`config.mk`:
```
export PLATFORM = sky130hd
export DESIGN_NAME = gps_regs
export DESIGN_NICKNAME = d
export VERILOG_FILES = /design/src/hw/gps_pkg.sv /design/src/hw/gps_idle_counter.sv /design/src/hw/gps_fault_latch.sv /design/src/hw/gps_regs.sv
export SDC_FILE = /design/constraint.sdc
export NUM_CORES = 1
export LEC_CHECK = 0
export ABC_AREA = 0
export BUFFER_PORTS_ARGS = -buffer_cell sky130_fd_sc_hd__buf_2
export CAP_MARGIN = 25
export CORE_ASPECT_RATIO = 0.9
export CORE_MARGIN = 2
export CORE_UTILIZATION = 50
export DETAILED_ROUTE_END_ITERATION = 16
export MAX_ROUTING_LAYER = met4
export PLACE_DENSITY = 0.78
export REMOVE_ABC_BUFFERS = 1
export SETUP_SLACK_MARGIN = 0.5
export SLEW_MARGIN = 20
export SYNTH_ARGS = -nofsm -noshare
export SYNTH_HDL_FRONTEND = slang
export SYNTH_SLANG_ARGS = --single-unit
```
`constraint.sdc`:
```
create_clock -name clk -period 4.6 [get_ports clk]
set_input_delay 0.23 -clock clk [delete_from_list [all_inputs] [get_ports clk]]
set_output_delay 0.23 -clock clk [all_outputs]
set_load 0.02 [all_outputs]
```
`src/hw/gps_pkg.sv`:
```
package gps_pkg;

  // ************************************************************
  // register numbers and PHY address (5-bit management addresses)
  // ************************************************************
  localparam logic [4:0] GPS_REG_CTRL0 = 5'h00;
  localparam logic [4:0] GPS_REG_GIG_STATUS = 5'h0a;
  localparam logic [4:0] GPS_REG_EXT_STATUS = 5'h0f;
  localparam logic [4:0] GPS_REG_COPPER_CTRL = 5'h10;
  localparam logic [4:0] GPS_PHY_ADDR = 5'h01;

  // ************************************************************
  // field positions
  // ************************************************************
  localparam int GPS_SW_RESET_BIT = 15;
  localparam int GPS_MS_FAULT_BIT = 15;
  localparam int GPS_MS_MASTER_BIT = 14;
  localparam int GPS_LOCAL_RX_BIT = 13;
  localparam int GPS_REMOTE_RX_BIT = 12;
  localparam int GPS_LP_FD_BIT = 11;
  localparam int GPS_LP_HD_BIT = 10;
  localparam int GPS_CC_LP_DIS_BIT = 15;
  localparam int GPS_CC_DS_CNT_LSB = 12;
  localparam int GPS_CC_DS_EN_BIT = 11;
  localparam int GPS_CC_FORCE_BIT = 10;
  localparam int GPS_CC_ED_LSB = 8;
  localparam int GPS_CC_EXT_DIST_BIT = 7;

  // ************************************************************
  // reset and fixed values
  // ************************************************************
  localparam logic [15:0] GPS_EXT_STATUS_VAL = 16'h3000;
  localparam logic [2:0] GPS_DS_CNT_RST = 3'h3;
  localparam logic [7:0] GPS_IDLE_MAX = 8'hff;

  // energy detect field encodings
  typedef enum logic [1:0] {
    GPS_ED_OFF0 = 2'b00,
    GPS_ED_OFF1 = 2'b01,
    GPS_ED_SENSE = 2'b10,
    GPS_ED_SENSE_TX = 2'b11
  } gps_ed_mode_t;

  // copper control fields (stored bits only)
  typedef struct packed {
    logic lp_dis;
    logic [2:0] ds_cnt;
    logic ds_en;
    logic force_good;
    logic [1:0] ed;
    logic ext_dist;
  } gps_cc_t;

  // management register access
  typedef struct packed {
    logic rd;
    logic wr;
    logic [4:0] phy;
    logic [4:0] reg_num;
    logic [15:0] wdata;
  } gps_mgmt_req_t;

  // link-side status inputs
  typedef struct packed {
    logic ms_fault;
    logic ms_master;
    logic local_rx_ok;
    logic remote_rx_ok;
    logic lp_fd;
    logic lp_hd;
    logic idle_err;
  } gps_link_stat_t;

endpackage : gps_pkg

```
`src/hw/gps_idle_counter.sv`:
```
`timescale 1ns/1ps
`default_nettype none
module gps_idle_counter
  import gps_pkg::*;
#(
  parameter int W = 8
) (
  // clock and reset
  input wire logic clk,
  input wire logic nrst,
  // events
  input wire logic inc,
  input wire logic clr,
  output logic [W-1:0] count
);

  logic [W-1:0] cnt_q;
  logic [W-1:0] cnt_d;

  always_comb begin
    cnt_d = cnt_q;
    if (clr) begin
      // an error seen during the clearing read starts the new count
      cnt_d = inc ? W'(1) : '0;
    end else if (inc && cnt_q != '1) begin
      cnt_d = cnt_q + W'(1);
    end
  end

  always_ff @(posedge clk or negedge nrst) begin
    if (!nrst) begin
      cnt_q <= '0;
    end else begin
      cnt_q <= cnt_d;
    end
  end

  assign count = cnt_q;

endmodule // gps_idle_counter
`default_nettype wire

```
`src/hw/gps_fault_latch.sv`:
```
`timescale 1ns/1ps
`default_nettype none
module gps_fault_latch
  import gps_pkg::*;
(
  // clock and reset
  input wire logic clk,
  input wire logic nrst,
  // event and clear
  input wire logic set,
  input wire logic clr,
  output logic flag
);

  logic flag_q;
  logic flag_d;

  // set beats clear so a fault during the read is kept
  always_comb begin
    flag_d = set | (flag_q & ~clr);
  end

  always_ff @(posedge clk or negedge nrst) begin
    if (!nrst) begin
      flag_q <= 1'b0;
    end else begin
      flag_q <= flag_d;
    end
  end

  assign flag = flag_q;

endmodule // gps_fault_latch
`default_nettype wire

```
`src/hw/gps_regs.sv`:
```
// Summary of operation
// - master/slave fault latched in status bit 15, cleared on read.
// - status bit 14 shows resolved master (1) or slave (0).
// - status bit 13 shows local receiver operational.
// - status bit 12 shows remote receiver operational.
// - status bit 11 shows partner gigabit full-duplex ability.
// - status bit 10 shows partner gigabit half-duplex ability.
// - idle errors counted in bits 7:0 since last read, cleared by read.
// - idle error count saturates at all ones, never wraps.
// - extended status bits 15 and 14 always read zero.
// - extended status bits 13,12 read one; bits 11:0 read zero.
// - copper control bit 15 stops link pulses; both resets clear it.
// - downshift count bits 14:12 give attempts minus one; resets to 3.
// - downshift only when copper control bit 11 is set; resets off.
// - downshift count and enable take effect at next software reset.
// - bit 10 forces link up except in gigabit mode.
// - energy detect 0x off, 10 sense only, 11 sense and send pulses.
// - hardware reset loads energy detect bits from the strap.
// - bit 7 selects lowered 10 Mb/s receive threshold.
// - software reset is writing 1 to control register 0 bit 15.
`timescale 1ns/1ps
`default_nettype none
module gps_regs
  import gps_pkg::*;
#(
  parameter int IDLE_W = 8
) (
  // clock and reset
  input wire logic clk,
  input wire logic nrst,
  // strap sampled after hardware reset
  input wire logic [1:0] energy_detect_strap,
  // management access
  input wire gps_mgmt_req_t mgmt,
  output logic [15:0] rdata,
  output logic rvalid,
  // link status from the copper engine
  input wire gps_link_stat_t link,
  input wire logic gig_mode,
  input wire logic link_sm_up,
  // applied controls
  output logic link_pulse_off,
  output logic [2:0] ds_attempts_m1,
  output logic ds_enable,
  output logic link_up,
  output logic ed_sense,
  output logic ed_tx_nlp,
  output logic low_threshold,
  output logic sw_reset_pulse
);

  // ************************************************************
  // access decode
  // ************************************************************
  logic sel;
  logic rd_gig;
  logic wr_cc;
  logic sw_rst;
  assign sel = (mgmt.phy == GPS_PHY_ADDR);
  assign rd_gig = sel & mgmt.rd & (mgmt.reg_num == GPS_REG_GIG_STATUS);
  assign wr_cc = sel & mgmt.wr & (mgmt.reg_num == GPS_REG_COPPER_CTRL);
  assign sw_rst = sel & mgmt.wr & (mgmt.reg_num == GPS_REG_CTRL0)
    & mgmt.wdata[GPS_SW_RESET_BIT];

  // ************************************************************
  // sticky fault and idle counter
  // ************************************************************
  logic ms_fault;
  logic [IDLE_W-1:0] idle_cnt;

  gps_fault_latch u_fault (
    .clk(clk),
    .nrst(nrst),
    .set(link.ms_fault),
    .clr(rd_gig),
    .flag(ms_fault)
  );

  gps_idle_counter #(.W(IDLE_W)) u_idle (
    .clk(clk),
    .nrst(nrst),
    .inc(link.idle_err),
    .clr(rd_gig),
    .count(idle_cnt)
  );

  // ************************************************************
  // copper control register
  // ************************************************************
  gps_cc_t cc_q;
  gps_cc_t cc_d;
  gps_cc_t act_q;
  gps_cc_t act_d;
  logic strap_pend_q;
  logic strap_pend_d;

  always_comb begin
    cc_d = cc_q;
    act_d = act_q;
    strap_pend_d = 1'b0;
    if (strap_pend_q) begin
      cc_d.ed = energy_detect_strap;
      act_d.ed = energy_detect_strap;
    end
    if (wr_cc) begin
      cc_d.lp_dis = mgmt.wdata[GPS_CC_LP_DIS_BIT];
      cc_d.ds_cnt = mgmt.wdata[GPS_CC_DS_CNT_LSB +: 3];
      cc_d.ds_en = mgmt.wdata[GPS_CC_DS_EN_BIT];
      cc_d.force_good = mgmt.wdata[GPS_CC_FORCE_BIT];
      cc_d.ed = mgmt.wdata[GPS_CC_ED_LSB +: 2];
      cc_d.ext_dist = mgmt.wdata[GPS_CC_EXT_DIST_BIT];
    end
    // immediate fields follow the stored copy
    act_d.lp_dis = cc_d.lp_dis;
    act_d.force_good = cc_d.force_good;
    act_d.ext_dist = cc_d.ext_dist;
    if (sw_rst) begin
      // software reset clears link pulse disable
      cc_d.lp_dis = 1'b0;
      act_d.lp_dis = 1'b0;
      // pending values applied at software reset
      act_d.ds_cnt = cc_q.ds_cnt;
      act_d.ds_en = cc_q.ds_en;
      act_d.ed = cc_q.ed;
    end
  end

  always_ff @(posedge clk or negedge nrst) begin
    if (!nrst) begin
      cc_q <= '{lp_dis: 1'b0, ds_cnt: GPS_DS_CNT_RST, ds_en: 1'b0,
                force_good: 1'b0, ed: 2'h0, ext_dist: 1'b0};
      act_q <= '{lp_dis: 1'b0, ds_cnt: GPS_DS_CNT_RST, ds_en: 1'b0,
                 force_good: 1'b0, ed: 2'h0, ext_dist: 1'b0};
      strap_pend_q <= 1'b1;
    end else begin
      cc_q <= cc_d;
      act_q <= act_d;
      strap_pend_q <= strap_pend_d;
    end
  end

  // ************************************************************
  // applied outputs (all registered)
  // ************************************************************
  logic lp_off_q;
  logic [2:0] ds_q;
  logic ds_en_q;
  logic up_q;
  logic ed_s_q;
  logic ed_t_q;
  logic thr_q;
  logic swr_q;
  logic lp_off_d;
  logic [2:0] ds_d;
  logic ds_en_d;
  logic up_d;
  logic ed_s_d;
  logic ed_t_d;
  logic thr_d;

  always_comb begin
    lp_off_d = act_q.lp_dis;
    ds_d = act_q.ds_cnt;
    ds_en_d = act_q.ds_en;
    up_d = link_sm_up | (act_q.force_good & ~gig_mode);
    unique case (gps_ed_mode_t'(act_q.ed))
      GPS_ED_OFF0, GPS_ED_OFF1: begin
        ed_s_d = 1'b0;
        ed_t_d = 1'b0;
      end
      GPS_ED_SENSE: begin
        ed_s_d = 1'b1;
        ed_t_d = 1'b0;
      end
      GPS_ED_SENSE_TX: begin
        ed_s_d = 1'b1;
        ed_t_d = 1'b1;
      end
    endcase
    thr_d = act_q.ext_dist;
  end

  always_ff @(posedge clk or negedge nrst) begin
    if (!nrst) begin
      lp_off_q <= 1'b0;
      ds_q <= GPS_DS_CNT_RST;
      ds_en_q <= 1'b0;
      up_q <= 1'b0;
      ed_s_q <= 1'b0;
      ed_t_q <= 1'b0;
      thr_q <= 1'b0;
      swr_q <= 1'b0;
    end else begin
      lp_off_q <= lp_off_d;
      ds_q <= ds_d;
      ds_en_q <= ds_en_d;
      up_q <= up_d;
      ed_s_q <= ed_s_d;
      ed_t_q <= ed_t_d;
      thr_q <= thr_d;
      swr_q <= sw_rst;
    end
  end

  // ************************************************************
  // read path
  // ************************************************************
  logic [15:0] rd_d;
  logic [15:0] rd_q;
  logic rv_q;

  always_comb begin
    rd_d = 16'h0000;
    unique case (mgmt.reg_num)
      GPS_REG_GIG_STATUS: begin
        rd_d[GPS_MS_FAULT_BIT] = ms_fault;
        rd_d[GPS_MS_MASTER_BIT] = link.ms_master;
        rd_d[GPS_LOCAL_RX_BIT] = link.local_rx_ok;
        rd_d[GPS_REMOTE_RX_BIT] = link.remote_rx_ok;
        rd_d[GPS_LP_FD_BIT] = link.lp_fd;
        rd_d[GPS_LP_HD_BIT] = link.lp_hd;
        rd_d[7:0] = idle_cnt[7:0];
      end
      GPS_REG_EXT_STATUS: rd_d = GPS_EXT_STATUS_VAL;
      GPS_REG_COPPER_CTRL: begin
        rd_d[GPS_CC_LP_DIS_BIT] = cc_q.lp_dis;
        rd_d[GPS_CC_DS_CNT_LSB +: 3] = cc_q.ds_cnt;
        rd_d[GPS_CC_DS_EN_BIT] = cc_q.ds_en;
        rd_d[GPS_CC_FORCE_BIT] = cc_q.force_good;
        rd_d[GPS_CC_ED_LSB +: 2] = cc_q.ed;
        rd_d[GPS_CC_EXT_DIST_BIT] = cc_q.ext_dist;
      end
      default: rd_d = 16'h0000;
    endcase
  end

  always_ff @(posedge clk or negedge nrst) begin
    if (!nrst) begin
      rd_q <= 16'h0000;
      rv_q <= 1'b0;
    end else begin
      // read by register number at PHY address 1
      rd_q <= (sel & mgmt.rd) ? rd_d : 16'h0000;
      rv_q <= sel & mgmt.rd;
    end
  end

  assign rdata = rd_q;
  assign rvalid = rv_q;
  assign link_pulse_off = lp_off_q;
  assign ds_attempts_m1 = ds_q;
  assign ds_enable = ds_en_q;
  assign link_up = up_q;
  assign ed_sense = ed_s_q;
  assign ed_tx_nlp = ed_t_q;
  assign low_threshold = thr_q;
  assign sw_reset_pulse = swr_q;
endmodule // gps_regs
`default_nettype wire

```
==> results of run 1 <==
[synthesized netlist by cell type (4+ instances only)]
| cell | instances | share of area |
|---|---|---|
| a21oi_1 | 8 | 0.019 |
| a22oi_1 | 6 | 0.022 |
| and2_1 | 9 | 0.027 |
| and3_1 | 5 | 0.015 |
| dfrtp_1 | 45 | 0.55 |
| dfstp_2 | 7 | 0.089 |
| inv_1 | 5 | 0.0091 |
| mux2_2 | 10 | 0.055 |
| mux2i_1 | 5 | 0.024 |
| nand2_1 | 4 | 0.0073 |
| nand4_1 | 5 | 0.015 |
| nor2_1 | 13 | 0.024 |
| o21ai_0 | 6 | 0.015 |
[worst max-delay path: stages (launching register included)]
cell       delay, ns
dfrtp_1         0.43
ha_1            0.25
nand3_1         0.16
o21ai_0         0.38
o2bb2ai_1       0.13
a31o_2          0.22
[logic make-up (layout without fill, tap and decap cells)]
family | after synthesis | count (layout) | share of synthesized area
simple gates | 53 | 53 | 0.157
mux | 15 | 15 | 0.0791
buf+inv | 10 | 74 | 0.0213
other cells | 1 | 1 | 0.00182
compound gates | 27 | 27 | 0.0846
flops | 52 | 52 | 0.637
fa+ha+maj | 1 | 1 | 0.00609
xor+xnor | 3 | 3 | 0.0128
[metrics by stage]
stage,hold WS [ns],utilization,instances
finish,0.0330,0.620,274
global placement,0.355,0.597,266
detailed placement,0.356,0.597,266
global route,0.0925,0.620,274
floorplan,-0.0656,-,157
CTS,0.0616,0.620,274
[where the power goes]
group | internal [mW] | leakage (nW) | switching, mW
logic | 0.0461 | 0.595 | 0.0508
clock network | 0.122 | 0.0445 | 0.134
registers | 0.490 | 0.664 | 0.0374
[layer usage]
metal / up-vias / global-route usage / part of all wire
met5: - / - / 0
met4: 0 / 0.0637 / 0.0082
met3: 2 / 0.0435 / 0.058
met2: 43 / 0.275 / 0.48
met1: 679 / 0.222 / 0.46
li1: 696 / - / -
[cell type report]
cell class,instances,area share
clock buffers,7,0.0346
clock inverters,1,0.00301
inverters,5,0.00753
multi-input cells,100,0.282
flip-flops and latches,52,0.526
well taps,48,0.0241
repair buffers,61,0.123
[final timing paths]
check | startpoint | endpoint | slack [ns] | depth (start not counted)
min in group clk | link[6] | u_fault.flag | 0.11 | 2
hold reg to reg | ds_d[1] | ds_attempts_m1[1] | 0.37 | 0
hold / removal | nrst | rdata[13] | 0.03 | 2
setup reg to reg | u_idle.count[0] | u_idle.count[0] | 2.94 | 5
setup / recovery | u_idle.count[0] | u_idle.count[0] | 2.94 | 5
max in group asynchronous | nrst | rdata[6] | 4.15 | 2
[registers in the layout, indices dropped and copies added, names as in the netlist, 3 cells and up]
signal,flops
ds_d,3
ds_attempts_m1,3
cc_q,6
u_idle.count,8
rdata,16
act_q,3
==> flow_summary_export.csv, run 1 <==
group,metric,value,unit
cells_and_area,antenna_cells,0,
routing,dr.pass1.iters,4,
sta,fin_worst_skew,0.00562,ns
cts,cts_root_buffer,"clkbuf_8",
die,core-area,0.00402,mm^2
yosys,netlist_area,0.00206,mm^2
pwr,powerDensity,353,mW/mm^2
flow_run,drv_cap,0,
yosys,ys_seq_elements,52,
pwr,peakVddDrop,153,uV
placement,dpl.hpwl,2.56,mm
cells_and_area,multiInputGateArea,702,um^2
routing,route.detailed.drc,0,
cells_and_area,final_cell_mix,"buf_2 (60), dfrtp_1 (45), nor2_1 (13), mux2_2 (10), and2_1 (9)",
sta,finalSetupViolCount,0,
sta,relSlewSlack,0.563,
cts,h-tree-depth,2,
yosys,async_flop_share,1.00,
routing,ant_nets,0,
cts,clock_latency,0.29,ns
status,status,"finished, final reports clean",
die,num_io_pins,68,
sta,setup-tns-final,0,ns
cts,cts_inserted_buffers,5,
critical_path,cp-start-kind,"register",
die,fp.dieW,71.6,um
cts,cts_setup_buffers,0,
critical_path,cp.required,4.78,ns
cells_and_area,seq_area,0.00131,mm^2
cells_and_area,areaGrowthSynthToFinish,21.2,%
min_path,min_path_type,"input pin to asynchronous set/reset pin",
critical_path,path_class,"register to register",
pwr,power,881,uW
die,die_h,64.8,um
die,rows,22,
grt,antenna_found_initial,0,
die,initial_core_util,0.512,
routing,num_vias,1420,
grt,grt_max_degree,53,
sta,hold_viol,0,
cells_and_area,final_common_cell,"buf_2",
cts,cts.clk_slew.worst_paths,0.09,ns
routing,wl_per_cell,12.9,um
placement,port-buffer-count,60,
sta,period_share,0.361,
grt,grt_pass1_vias,1410,
cts,cts_tree,"done",
cells_and_area,drive_gt1_frac,0.403,
critical_path,crit_arrival,1.85,ns
yosys,avgSynthCellArea,12.7,um^2
yosys,synth.distinct_cells,37,
critical_path,cp-end-kind,"register",
routing,routed_wl,3.55,mm
routing,drt_iter0_drc,87,
grt,globalRouteOverflowTotal,0,
yosys,synthFlopType,"dfrtp_1",
sta,drv_slew,0,
yosys,synth_edf_count,0,
sta,fmax,0.602,GHz
pwr,p_leak,1.30,nW
cts,cts_sinks,52,
cells_and_area,postLayoutCellArea,0.00249,mm^2
sta,worstMarginPinSlew,0.650,ns
placement,place_ws,2.66,ns
cells_and_area,fill_cells,362,
grt,track_usage,0.175,
cts,postCtsResizedCells,0,
cts,holdBufCountCts,0,
sta,worst_slack,2.94,ns
critical_path,worst-path-max-fanout,6,
yosys,synth_warnings,0,
yosys,syn-instance-count,162,
cells_and_area,fin_nets,267,
placement,globalplace.congestion,0.775,
cts,clockBufferDepth,2,
die,dieArea,0.00464,mm^2
yosys,ys_seq_area_frac,0.637,
routing,vias_per_cell,5.18,
sta,fin_crit,1.66,ns
placement,placed_area,0.00240,mm^2
sta,rsz0062_at_grt,"no",
grt,grt_pass1_wl,6.16,mm
No activity file was read; power rests on OpenSTA's default activity.
==> run 2: changes to the inputs <==
--- a/config.mk
+++ b/config.mk
@@ -10,10 +10,10 @@
 export CAP_MARGIN = 25
 export CORE_ASPECT_RATIO = 0.9
 export CORE_MARGIN = 2
-export CORE_UTILIZATION = 50
+export CORE_UTILIZATION = 45
 export DETAILED_ROUTE_END_ITERATION = 16
 export MAX_ROUTING_LAYER = met4
-export PLACE_DENSITY = 0.78
+export PLACE_DENSITY = 0.74
 export REMOVE_ABC_BUFFERS = 1
 export SETUP_SLACK_MARGIN = 0.5
 export SLEW_MARGIN = 20
==> constraint.sdc (replaced) <==
create_clock -name clk -period 1.45 [get_ports clk]
set_input_delay 0.0725 -clock clk [delete_from_list [all_inputs] [get_ports clk]]
set_output_delay 0.0725 -clock clk [all_outputs]
set_load 0.02 [all_outputs]
==> flow_summary_export.csv, run 2 (same netlist as run 1, synthesis figures left out) <==
group,metric,value,unit
cts,cts_root_buffer,"clkbuf_8",
critical_path,critPathTopFamily,"compound AO/OA/AOI/OAI gates",
die,die_h,68.1,um
critical_path,worst-path-max-fanout,3,
die,rows,23,
die,num_io_pins,68,
die,dieArea,0.00513,mm^2
cells_and_area,postLayoutCellArea,0.00286,mm^2
routing,routed_wl,4.11,mm
critical_path,cp.required,1.64,ns
cells_and_area,drive_gt1_frac,0.492,
grt,grt_pass1_vias,1442,
sta,rsz0062_at_grt,"yes",
flow_run,drv_cap,0,
die,fp.dieW,75.2,um
sta,fin_crit,1.27,ns
cts,h-tree-depth,2,
critical_path,path_buf_inv,1,
placement,port-buffer-count,60,
cells_and_area,fin_nets,295,
grt,globalRouteOverflowTotal,0,
routing,dr.pass1.iters,4,
pwr,powerDensity,1060,mW/mm^2
die,core-area,0.00443,mm^2
cells_and_area,fill_cells,358,
sta,drv_slew,0,
routing,drt_iter0_drc,59,
cells_and_area,final_cells,316,
critical_path,crit_arrival,1.46,ns
placement,placed_area,0.00256,mm^2
critical_path,cp-end-kind,"register",
grt,antenna_found_initial,0,
cts,clockBufferDepth,2,
sta,fmax,0.790,GHz
critical_path,path_class,"register to register",
cells_and_area,seq_area,0.00131,mm^2
placement,dpl.cell_count,297,
min_path,min_path_type,"input pin to register",
sta,fin_worst_skew,0.00745,ns
critical_path,crit_chain,"ha_2 -> nand3_2 -> o21ai_1 -> buf_4 -> o2bb2ai_1 -> a31o_2",
cts,cts_sinks,52,
sta,finalSetupViolCount,0,
cells_and_area,final_util,0.646,
cts,clock_latency,0.30,ns
placement,globalplace.congestion,0.811,
placement,dpl.hpwl,2.94,mm
cells_and_area,final_cell_mix,"buf_2 (57), dfrtp_1 (45), nor2_1 (13), buf_4 (12)",
grt,grt_pass1_wl,6.53,mm
cells_and_area,antenna_cells,0,
routing,num_vias,1534,
routing,wl_per_cell,13.0,um
pwr,power,3.03,mW
cts,cts.clk_slew.worst_paths,0.09,ns
critical_path,slowest_delay,0.36,ns
grt,track_usage,0.176,
routing,ant_nets,0,
die,initial_core_util,0.464,
pwr,peakVddDrop,577,uV
status,status,"finished, final reports clean",
cells_and_area,multiInputGateArea,762,um^2
cts,cts_tree,"done",
routing,vias_per_cell,4.85,
sta,hold_viol,0,
grt,grt_max_degree,37,
pwr,p_leak,1.47,nW
sta,holdWs,0.0295,ns
cells_and_area,largest_register_ffs,16,
cells_and_area,final_common_cell,"buf_2",
critical_path,cp-start-kind,"register",
sta,period_share,0.873,
cts,cts_inserted_buffers,5,
critical_path,slowest_stage,"dfrtp_1",
routing,route.detailed.drc,0,
cells_and_area,areaGrowthSynthToFinish,39.3,%
## run 2: repair_timing
item	4_1_cts	5_1_grt
hold buffers	6	3
hold endpoints to repair	17	3
pin swaps	8	12
setup endpoints to repair	42	36
setup buffers	0	1
gates cloned	0	1
resized for setup	21	12
## run 2: layout make-up
cell class,count,area share
clock buffer,6,0.0288
sequential,52,0.458
clock inverter,2,0.00481
multi-input combinational,100,0.266
inverter,5,0.00656
tap,62,0.0271
timing repair buffer,89,0.209
## run 2: tightest hold or removal path: stages
cell	delay [ns]
buf_2	0.08
nor2_1	0.03
a21oi_1	0.11
## run 2: final timing paths
path	startpoint	endpoint	slack, ns	depth (start not counted)
setup / recovery	u_idle.count[1]	u_idle.count[0]	0.18	6
hold / removal	mgmt[8]	cc_q[1]	0.03	3
setup reg to reg	u_idle.count[1]	u_idle.count[0]	0.18	6
hold reg to reg	ds_d[1]	ds_attempts_m1[1]	0.37	0
max in group asynchronous	nrst	strap_pend_q	0.63	3
min in group asynchronous	nrst	link_up	0.24	2
## run 2: layer usage
| layer | up-vias | share of wire | track usage |
|---|---|---|---|
| li1 | 753 | - | - |
| met1 | 736 | 0.45 | 0.228 |
| met2 | 40 | 0.49 | 0.276 |
| met3 | 5 | 0.048 | 0.0339 |
| met4 | 0 | 0.016 | 0.0658 |
| met5 | - | 0 | - |
## run 2: per-stage QoR
step	worst slack, ns	setup TNS (ns)
after detailed placement	-0.0260	-0.0779
final	0.184	0
after CTS	0.191	0
after global routing	0.0403	0
after global placement	0.00630	0
after floorplan	0.00564	0
## run 2: report_power, final
part | internal (mW) | leakage (nW) | switching [mW]
sequential | 1.55 | 0.664 | 0.0680
clock | 0.391 | 0.0516 | 0.462
combinational | 0.287 | 0.758 | 0.272
total | 2.23 | 1.47 | 0.802
